<file path="src/hw/abm_regs.svh">
// Constants for the access bank address mapper.
`ifndef ABM_REGS_SVH
`define ABM_REGS_SVH
`define ABM_ADDR_W 12
`define ABM_OFS_W 8
`define ABM_BANK_W 4
`define ABM_DATA_W 8
`define ABM_ACCESS_LOW_BYTES 8'h60
`define ABM_ACCESS_HIGH_BYTES 9'h0A0
`define ABM_LOW_BANK 4'h0
`define ABM_SFR_BANK 4'hF
`define ABM_BSR_RESET 8'h00
`define ABM_ZERO_BYTE 8'h00
`define ABM_ALL_BANKS 16'hFFFF
`endif

</file>
<file path="src/hw/abm_pkg.sv">
// Types shared by the access bank address mapper files.
package abm_pkg;
	typedef enum logic [1:0] {
		ABM_SRC_NONE = 2'b00,
		ABM_SRC_BANKED = 2'b01,
		ABM_SRC_ACCESS = 2'b10,
		ABM_SRC_FULL = 2'b11
	} abm_src_t;
	typedef enum logic [1:0] {
		ABM_ST_IDLE = 2'b00,
		ABM_ST_ISSUE = 2'b01,
		ABM_ST_RETURN = 2'b10
	} abm_state_t;
endpackage

</file>
<file path="src/hw/abm_bank_select.sv">
// Bank select register: four stored bits, upper nibble reads as zero.
`timescale 1ns/1ps
`include "abm_regs.svh"
module abm_bank_select
	import abm_pkg::*;
(
	// Clock and reset.
	input wire logic core_clk,
	input wire logic sys_rst,
	// Write port from the core.
	input wire logic wr_en,
	input wire logic [`ABM_DATA_W-1:0] wr_data,
	// Read view.
	output logic [`ABM_DATA_W-1:0] rd_data,
	output logic [`ABM_BANK_W-1:0] bank
);
	logic [`ABM_BANK_W-1:0] bank_reg;
	localparam logic [`ABM_DATA_W-1:0] RST_VAL = `ABM_BSR_RESET;

	// Only the low nibble is stored, so writes to the upper nibble vanish.
	always_ff @(posedge core_clk) begin
		if (sys_rst) begin
			bank_reg <= RST_VAL[`ABM_BANK_W-1:0];
		end else if (wr_en) begin
			bank_reg <= wr_data[`ABM_BANK_W-1:0];
		end
	end

	// Read data is a flop so the top outputs stay registered.
	always_ff @(posedge core_clk) begin
		if (sys_rst) begin
			rd_data <= RST_VAL;
		end else begin
			rd_data <= {{(`ABM_DATA_W-`ABM_BANK_W){1'b0}}, bank_reg};
		end
	end

	// The bank itself is used inside the mapper without delay.
	assign bank = bank_reg;
endmodule // abm_bank_select

</file>
<file path="src/hw/abm_address_mapper.sv">
// Direct-address former with access bank, bank select and full-address moves.
`timescale 1ns/1ps
`include "abm_regs.svh"
module abm_address_mapper
	import abm_pkg::*;
#(
	parameter logic [15:0] BANK_IMPL_MASK = `ABM_ALL_BANKS
)
(
	// Clock and reset.
	input wire logic core_clk,
	input wire logic sys_rst,
	// Direct-addressed request from the instruction decoder.
	input wire logic dir_valid,
	input wire logic [`ABM_OFS_W-1:0] dir_offset,
	input wire logic dir_access_n,
	input wire logic dir_rd,
	input wire logic dir_wr,
	input wire logic [`ABM_DATA_W-1:0] dir_wr_data,
	// Full-address move request.
	input wire logic full_valid,
	input wire logic [`ABM_ADDR_W-1:0] full_addr,
	input wire logic full_rd,
	input wire logic full_wr,
	input wire logic [`ABM_DATA_W-1:0] full_wr_data,
	// Bank select register access.
	input wire logic bsel_wr_en,
	input wire logic [`ABM_DATA_W-1:0] bsel_wr_data,
	output logic [`ABM_DATA_W-1:0] bsel_rd_data,
	// Data memory side.
	output logic [`ABM_ADDR_W-1:0] mem_addr_reg,
	output logic mem_rd_en_reg,
	output logic mem_wr_en_reg,
	output logic [`ABM_DATA_W-1:0] mem_wr_data_reg,
	input wire logic [`ABM_DATA_W-1:0] mem_rd_data,
	// Answer to the core.
	output logic [`ABM_DATA_W-1:0] core_rd_data_reg,
	output logic core_rd_valid_reg,
	output logic flag_update_reg,
	output logic bank_missing_reg,
	output abm_src_t addr_src_reg
);
	logic [`ABM_BANK_W-1:0] bank_sel;
	logic [`ABM_ADDR_W-1:0] addr_next;
	abm_src_t src_next;
	logic rd_next;
	logic wr_next;
	logic [`ABM_DATA_W-1:0] wdata_next;
	logic impl_next;
	logic req_any;
	logic rd_pending_reg;
	logic missing_pending_reg;
	abm_state_t state_reg;
	abm_state_t state_next;

	// Bank select storage lives in its own small module.
	abm_bank_select u_bank_select (
		.core_clk(core_clk),
		.sys_rst(sys_rst),
		.wr_en(bsel_wr_en),
		.wr_data(bsel_wr_data),
		.rd_data(bsel_rd_data),
		.bank(bank_sel)
	);

	// Access window split: low part of bank 0 then SFR part of bank 15.
	// Because the offset itself is kept, the two parts meet with no gap or overlap.
	function automatic logic [`ABM_ADDR_W-1:0] access_map(input logic [`ABM_OFS_W-1:0] ofs);
		logic [`ABM_BANK_W-1:0] bank;
		bank = (ofs < `ABM_ACCESS_LOW_BYTES) ? `ABM_LOW_BANK : `ABM_SFR_BANK;
		return {bank, ofs};
	endfunction

	// A bank is present when its bit in the implemented-bank mask is set.
	function automatic logic bank_present(input logic [`ABM_ADDR_W-1:0] addr);
		return BANK_IMPL_MASK[addr[`ABM_ADDR_W-1 -: `ABM_BANK_W]];
	endfunction

	// Any request at all, of either kind.
	assign req_any = dir_valid | full_valid;

	// Address selection; a full-address move takes precedence since it
	// carries its own address and never consults the bank select register.
	always_comb begin
		addr_next = '0;
		src_next = ABM_SRC_NONE;
		rd_next = 1'b0;
		wr_next = 1'b0;
		wdata_next = `ABM_ZERO_BYTE;
		if (full_valid) begin
			addr_next = full_addr;
			src_next = ABM_SRC_FULL;
			rd_next = full_rd;
			wr_next = full_wr;
			wdata_next = full_wr_data;
		end else if (dir_valid) begin
			if (!dir_access_n) begin
				addr_next = access_map(dir_offset);
				src_next = ABM_SRC_ACCESS;
			end else begin
				addr_next = {bank_sel, dir_offset};
				src_next = ABM_SRC_BANKED;
			end
			rd_next = dir_rd;
			wr_next = dir_wr;
			wdata_next = dir_wr_data;
		end
		impl_next = bank_present(addr_next);
	end

	// Small sequencer: issue the access, then return read data a cycle later.
	// It only tracks the bus phase; every output below is timed by its own flops.
	always_comb begin
		case (state_reg)
			ABM_ST_IDLE: state_next = req_any ? ABM_ST_ISSUE : ABM_ST_IDLE;
			ABM_ST_ISSUE: state_next = rd_pending_reg ? ABM_ST_RETURN :
				(req_any ? ABM_ST_ISSUE : ABM_ST_IDLE);
			ABM_ST_RETURN: state_next = req_any ? ABM_ST_ISSUE : ABM_ST_IDLE;
			default: state_next = ABM_ST_IDLE;
		endcase
	end

	// Sequencer state register.
	always_ff @(posedge core_clk) begin
		if (sys_rst) begin
			state_reg <= ABM_ST_IDLE;
		end else begin
			state_reg <= state_next;
		end
	end

	// Address, data and source follow the request every cycle; with no
	// request they fall back to zero, which keeps the memory bus quiet.
	always_ff @(posedge core_clk) begin
		if (sys_rst) begin
			mem_addr_reg <= '0;
			mem_wr_data_reg <= `ABM_ZERO_BYTE;
			addr_src_reg <= ABM_SRC_NONE;
		end else begin
			mem_addr_reg <= addr_next;
			mem_wr_data_reg <= wdata_next;
			addr_src_reg <= src_next;
		end
	end

	// Strobes are gated by the bank mask, so a missing bank never sees a
	// write; the address still shows where the instruction pointed.
	always_ff @(posedge core_clk) begin
		if (sys_rst) begin
			mem_rd_en_reg <= 1'b0;
			mem_wr_en_reg <= 1'b0;
		end else begin
			mem_rd_en_reg <= rd_next & impl_next;
			mem_wr_en_reg <= wr_next & impl_next;
		end
	end

	// Status flags follow a direct instruction even when its bank is missing.
	// Full-address moves leave the flags alone, so they raise no pulse.
	always_ff @(posedge core_clk) begin
		if (sys_rst) begin
			flag_update_reg <= 1'b0;
		end else begin
			flag_update_reg <= dir_valid & ~full_valid;
		end
	end

	// One pulse for each request that points into an unimplemented bank.
	always_ff @(posedge core_clk) begin
		if (sys_rst) begin
			bank_missing_reg <= 1'b0;
		end else begin
			bank_missing_reg <= req_any & ~impl_next;
		end
	end

	// A read in flight; the memory answers while its strobe stands.
	always_ff @(posedge core_clk) begin
		if (sys_rst) begin
			rd_pending_reg <= 1'b0;
		end else begin
			rd_pending_reg <= req_any & rd_next;
		end
	end

	// Whether the read in flight targets a missing bank, since its strobe was
	// withheld and the memory data bus then carries nothing worth keeping.
	always_ff @(posedge core_clk) begin
		if (sys_rst) begin
			missing_pending_reg <= 1'b0;
		end else begin
			missing_pending_reg <= ~impl_next;
		end
	end

	// Read result marker, one cycle after the memory strobe.
	always_ff @(posedge core_clk) begin
		if (sys_rst) begin
			core_rd_valid_reg <= 1'b0;
		end else begin
			core_rd_valid_reg <= rd_pending_reg;
		end
	end

	// Read data is captured while the memory strobe stands and then holds
	// until the next read; a missing bank reads as zero.
	always_ff @(posedge core_clk) begin
		if (sys_rst) begin
			core_rd_data_reg <= `ABM_ZERO_BYTE;
		end else if (rd_pending_reg) begin
			core_rd_data_reg <= missing_pending_reg ? `ABM_ZERO_BYTE : mem_rd_data;
		end
	end
endmodule // abm_address_mapper

</file>
<file path="config.mk">
export PLATFORM = sky130hd
export DESIGN_NAME = abm_address_mapper
export DESIGN_NICKNAME = d
export VERILOG_FILES = /design/src/hw/abm_pkg.sv /design/src/hw/abm_bank_select.sv /design/src/hw/abm_address_mapper.sv
export VERILOG_INCLUDE_DIRS = /design/src /design/src/hw
export SDC_FILE = /design/constraint.sdc
export NUM_CORES = 1
export LEC_CHECK = 0
export ABC_AREA = 1
export BUFFER_PORTS_ARGS = -buffer_cell sky130_fd_sc_hd__buf_2
export CORE_ASPECT_RATIO = 0.9
export CORE_UTILIZATION = 32
export CTS_BUF_LIST = sky130_fd_sc_hd__clkbuf_4
export DETAILED_ROUTE_END_ITERATION = 8
export GPL_TIMING_DRIVEN = 0
export PLACE_DENSITY = 0.65
export SLEW_MARGIN = 40
export SYNTH_ARGS = -nofsm -noshare
export SYNTH_HDL_FRONTEND = slang
export SYNTH_SLANG_ARGS = --single-unit
</file>
<file path="constraint.sdc">
create_clock -name core_clk -period 1.3 [get_ports core_clk]
set_clock_uncertainty 0.15 [all_clocks]
set_input_delay 0.13 -clock core_clk [delete_from_list [all_inputs] [get_ports core_clk]]
set_output_delay 0.13 -clock core_clk [all_outputs]
set_load 0.02 [all_outputs]
</file>
==> flow_summary.toml, run 1 <==
[logic_synthesis]
avgSynthCellArea_um2 = 8.15
ys_ff_latch = 43
synthCells = 179
ys_warn_count = 0
ys_types = 15
ys_seq_area_share_pct = 59.0
syn-cell-area_mm2 = 0.00146

[sta]
setup_ws_ns = 0.0559
max_freq_ghz = 0.804
final_max_slew_viol_count = 0
hold_violations = 0
finalSetupTns_ns = 0
min_period_over_period_pct = 95.7
setup_viol = 0
min_period_ns = 1.24
holdWs_ns = 0.0423
rsz0062_at_grt = "no"

[routing]
antenna_left = 0
drt_iter0_markers = 65
routedWlPerCell_um = 10.9
dr.pass1.iters = 4
vias = 1700
drc_errors = 0
viasPerCell = 4.15
drt_wl_total_mm = 4.48

[global_routing]
met3_usage_pct = 4.88
grt_util_met1_pct = 22.0
antenna_found_initial = 0
track_usage_pct = 20.0
grt_max_degree = 14
grt_overflow = 0
grt-busiest-layer = "met2"
grt_pass1_vias = 1715
grt_pass1_wl_mm = 7.22
met2_usage_pct = 36.1

[power]
fin_total_pwr_w = 0.00263
peakVddDrop_mv = 0.721
power.density_mw_per_mm2 = 963
p_leak_nw = 1.47

[clock_tree]
cts.path.max_buffers = 2
htree_num_levels = 2
cts_tree = "yes"
clk_latency_ns = 0.35
cts_setup_buffers = 0
path_clk_slew_ns = 0.13
ctsRootBufferMaster = "clkbuf_4"
cts_sinks = 43
cts_buffers = 5

[floorplan]
placementRows = 22
io_pins = 105
die_width_um = 73.2
dieHeight_um = 66.1
initial_core_util_pct = 34.6
core_area_mm2 = 0.00421
fp.dieArea_mm2 = 0.00483

[job]
max_cap_viol_count = 0

[min_path]
min_path_type = "primary input to register"
whs_path_depth = 5

[final_layout]
final_area_mm2 = 0.00273
layout_commonest_cell = "buf_2"
drive_above_1_share_pct = 33.4
final_cell_mix = "95 x buf_2, 71 x nand2_1, 65 x dlygate4sd3_1, 42 x dfxtp_1, 22 x nor2_1"
syn_to_final_growth_pct = 87.0
largest_register_ffs = 12
nets = 411
antenna_cells = 0

[worst_setup_path]
slowest_stage = "dlygate4sd3_1"
criticalPathCategory = "register to register"
startpoint_type = "register"
cp_slowest_stage_delay_ns = 0.55
end_kind = "register"
cp_max_fo = 3
reg2regPathDepth = 3
arrival_ns = 1.35
crit_chain = "inv_1 -> nor2_1 -> dlygate4sd3_1"
cp.required_ns = 1.41

[placed_design]
place_area_mm2 = 0.00202
io_buffer_count = 95
dp_hpwl_mm = 2.57
pre_cts_ws_ns = 0.0759
gp_congestion = 0.699

[run_status]
status = "completed"
==> synthesized netlist by cell type (all sizes together) <==
| master | n | area share [%] |
|---|---|---|
| conb | 1 | 0.26 |
| nand3 | 5 | 1.7 |
| nor2 | 23 | 6.4 |
| inv | 7 | 1.8 |
| a21oi | 4 | 1.4 |
| clkinv | 1 | 0.26 |
| dfxtp | 43 | 59 |
| buf | 10 | 6.0 |
| nand2 | 72 | 19 |
| o21ai | 13 | 4.5 |
==> per-stage QoR <==
step	util (%)	cells
6_report	64.8	410
3_3_place_gp	48.1	338
2_1_floorplan	-	183
4_1_cts	64.8	411
3_5_place_dp	48.1	338
5_1_grt	64.8	410
==> metal layers <==
| metal | vias up | wire [um] |
|---|---|---|
| li1 | 877 | - |
| met4 | 0 | 89 |
| met5 | - | 0 |
| met3 | 10 | 312 |
| met2 | 71 | 2250 |
| met1 | 742 | 1820 |
==> critical path: cells and delay by family, from the launching register on <==
kind	cells	cell delay (ns)
buf+inv	2	0.64
flops	1	0.32
simple gates	1	0.05
==> path summary, 6_finish.rpt <==
| path | endpoint | slack [ns] | from |
|---|---|---|---|
| max | u_bank_select.rd_data[1]$_SDFF_PP0_ | 0.06 | u_bank_select.bank[1]$_SDFFE_PP0P_ |
| min | mem_wr_data_reg[7]$_SDFF_PP0_ | 0.04 | full_valid |
| max reg2reg | u_bank_select.rd_data[1]$_SDFF_PP0_ | 0.06 | u_bank_select.bank[1]$_SDFFE_PP0P_ |
| min reg2reg | u_bank_select.bank[0]$_SDFFE_PP0P_ | 0.32 | u_bank_select.bank[0]$_SDFFE_PP0P_ |
==> where the power goes <==
group	switching, W	internal (W)
Sequential	0.0000259	0.00140
Clock	0.000431	0.000199
Combinational	0.000279	0.000292
==> repair_timing <==
item	CTS	global route
gates resized for setup	0	3
endpoints found under the setup margin	0	17
endpoints found under the hold margin	43	7
hold buffers	65	7
==> layout make-up <==
| cell class | count | area [um2] |
|---|---|---|
| Fill cell | 369 | 1480 |
| Timing Repair Buffer | 159 | 1120 |
| Sequential cell | 43 | 862 |
| Multi-Input combinational cell | 122 | 495 |
| Buffer | 10 | 87.6 |
| Tap cell | 60 | 75.1 |
| Clock buffer | 5 | 37.5 |
| Inverter | 8 | 33.8 |
| Clock inverter | 3 | 15.0 |
==> kinds of logic (layout without fill, tap and decap cells) <==
family / Yosys count / count (layout) / synth area share [%]
other: 1 / 5 / 0.257
buffers and inverters: 18 / 185 / 8.06
AO/OA/AOI/OAI: 17 / 17 / 5.83
AND/OR/NAND/NOR: 100 / 100 / 26.8
flip-flops: 43 / 43 / 59.0
Note: power is estimated with default switching activity, not from simulation.
==> run 2: changes to the inputs <==
PLACE_DENSITY = not set   (was 0.65)
PLACE_DENSITY_LB_ADDON = 0.12   (was not set)
clock period = 1 ns   (was 1.3 ns; I/O delays follow)
==> run 2 against run 1 <==
Effect of this change: the run now ends with hold timing, setup timing left; flip-flop and latch count did not move; register-to-register slack improved by 0.02 ns; worst hold slack got worse by 0.21 ns; setup slack got worse by 0.13 ns; cell area rose by 8.6%; global-route usage rose by 0.36 points; critical path depth fell by 2; sequential share of layout area fell by 0.82 points; sequential power rose by 32%; power rose by 45%; via count fell by 1.0%.
==> flow_summary.toml, run 2 (synthesis results as in run 1) <==
[routing]
dr.pass1.iters = 4
viasPerCell = 4.18
drc_errors = 0
drt_wl_total_mm = 4.75
antenna_left = 0
vias = 1683
routedWlPerCell_um = 11.8
drt_iter0_markers = 43

[final_layout]
largest_register_ffs = 12
stdcell_count = 403
final_area_mm2 = 0.00296
final_util_pct = 70.4
layout_commonest_cell = "nand2_1"
drive_above_1_share_pct = 45.8
antenna_cells = 0
syn_to_final_growth_pct = 103
final_cell_mix = "71 x nand2_1, 58 x buf_2, 57 x dlygate4sd3_1, 42 x buf_6, 38 x dfxtp_2"
nets = 404

[worst_setup_path]
end_kind = "primary output"
cp_max_fo = 2
criticalPathCategory = "register to primary output"
critPathTopFamily = "flip-flops"
slowest_stage = "dfxtp_2"
cp.required_ns = 0.75
crit_buf_inv = 1
cp_slowest_stage_delay_ns = 0.36
arrival_ns = 0.83
crit_chain = "buf_6"
startpoint_type = "register"

[sta]
setup_viol = 39
min_period_ns = 1.08
hold_violations = 9
setup_ws_ns = -0.0786
max_freq_ghz = 0.927
final_max_slew_viol_count = 0
holdWs_ns = -0.168
rsz0062_at_grt = "yes"
min_period_over_period_pct = 108

[power]
peakVddDrop_mv = 0.866
p_leak_nw = 1.50
power.density_mw_per_mm2 = 1280
fin_total_pwr_w = 0.00380

[clock_tree]
path_clk_slew_ns = 0.13
cts_tree = "yes"
cts.path.max_buffers = 2
cts_sinks = 43
clk_latency_ns = 0.35
htree_num_levels = 2
cts_setup_buffers = 0
ctsRootBufferMaster = "clkbuf_4"
cts_buffers = 5

[global_routing]
grt_overflow = 0
antenna_found_initial = 0
grt_max_degree = 14
grt_pass1_vias = 1692
grt_pass1_wl_mm = 7.31
track_usage_pct = 20.4

[floorplan]
fp.dieArea_mm2 = 0.00483
dieHeight_um = 66.1
placementRows = 22
initial_core_util_pct = 34.6
io_pins = 105
die_width_um = 73.2
core_area_mm2 = 0.00421

[job]
max_cap_viol_count = 0

[run_status]
status = "finished with violations"
violations = "hold timing, setup timing"

[placed_design]
io_buffer_count = 95
place_area_mm2 = 0.00203
dpl.cell_count = 338
dp_hpwl_mm = 2.62
gp_congestion = 0.713

[min_path]
min_path_type = "primary input to register"
[run 2: worst paths after layout]
kind	start	to	slack, ns	cells past startpoint
min	dir_valid	addr_src_reg[0]$_SDFF_PP0_	-0.17	3
max	core_rd_data_reg[0]$_SDFFE_PP0P_	core_rd_data_reg[0]	-0.08	1
min reg2reg	u_bank_select.bank[3]$_SDFFE_PP0P_	u_bank_select.rd_data[3]$_SDFF_PP0_	0.32	2
max reg2reg	rd_pending_reg$_SDFF_PP0_	core_rd_data_reg[1]$_SDFFE_PP0P_	0.08	2
[run 2: tightest hold or removal path: stages]
cell and delay [ns]:
buf_2 0.09, nand3_1 0.07, nand2_1 0.05
[run 2: report_power, final]
group,switching [W],internal [W]
sequential,0.0000554,0.00184
combinational,0.000365,0.000471
clock,0.000552,0.000515
total,0.000972,0.00282
[run 2: what timing repair did]
action                                 4_1_cts  5_1_grt
hold buffers                                55        4
endpoints found under the hold margin       43       15
setup endpoints to repair                   47       54
resized for setup                          116        2
[run 2: final cells by class]
cell class	instances	area [um2]
buffer	10	87.6
clock buffer	5	37.5
tap	60	75.1
multi-input combinational	122	495
sequential	43	912
timing repair buffer	152	1280
clock inverter	3	38.8
inverter	8	32.5
fill	344	1250
[run 2: per-stage QoR]
| step | worst slack (ns) | hold WS, ns | TNS (ns) |
|---|---|---|---|
| 2_1_floorplan | 0.0561 | 0.0224 | 0 |
| 3_3_place_gp | -0.137 | 0.137 | -2.38 |
| 3_5_place_dp | -0.153 | 0.141 | -2.71 |
| 4_1_cts | -0.0856 | -0.180 | -2.74 |
| 5_1_grt | -0.128 | -0.148 | -3.80 |
| 6_report | -0.0786 | -0.168 | -2.20 |
[run 2: metal layers]
layer | track usage (%) | vias to the layer above | wire (um)
li1 | - | 867 | -
met1 | 20.9 | 740 | 1790
met2 | 38.5 | 63 | 2550
met3 | 5.49 | 13 | 278
met4 | 8.33 | 0 | 120
met5 | 0 | - | 0
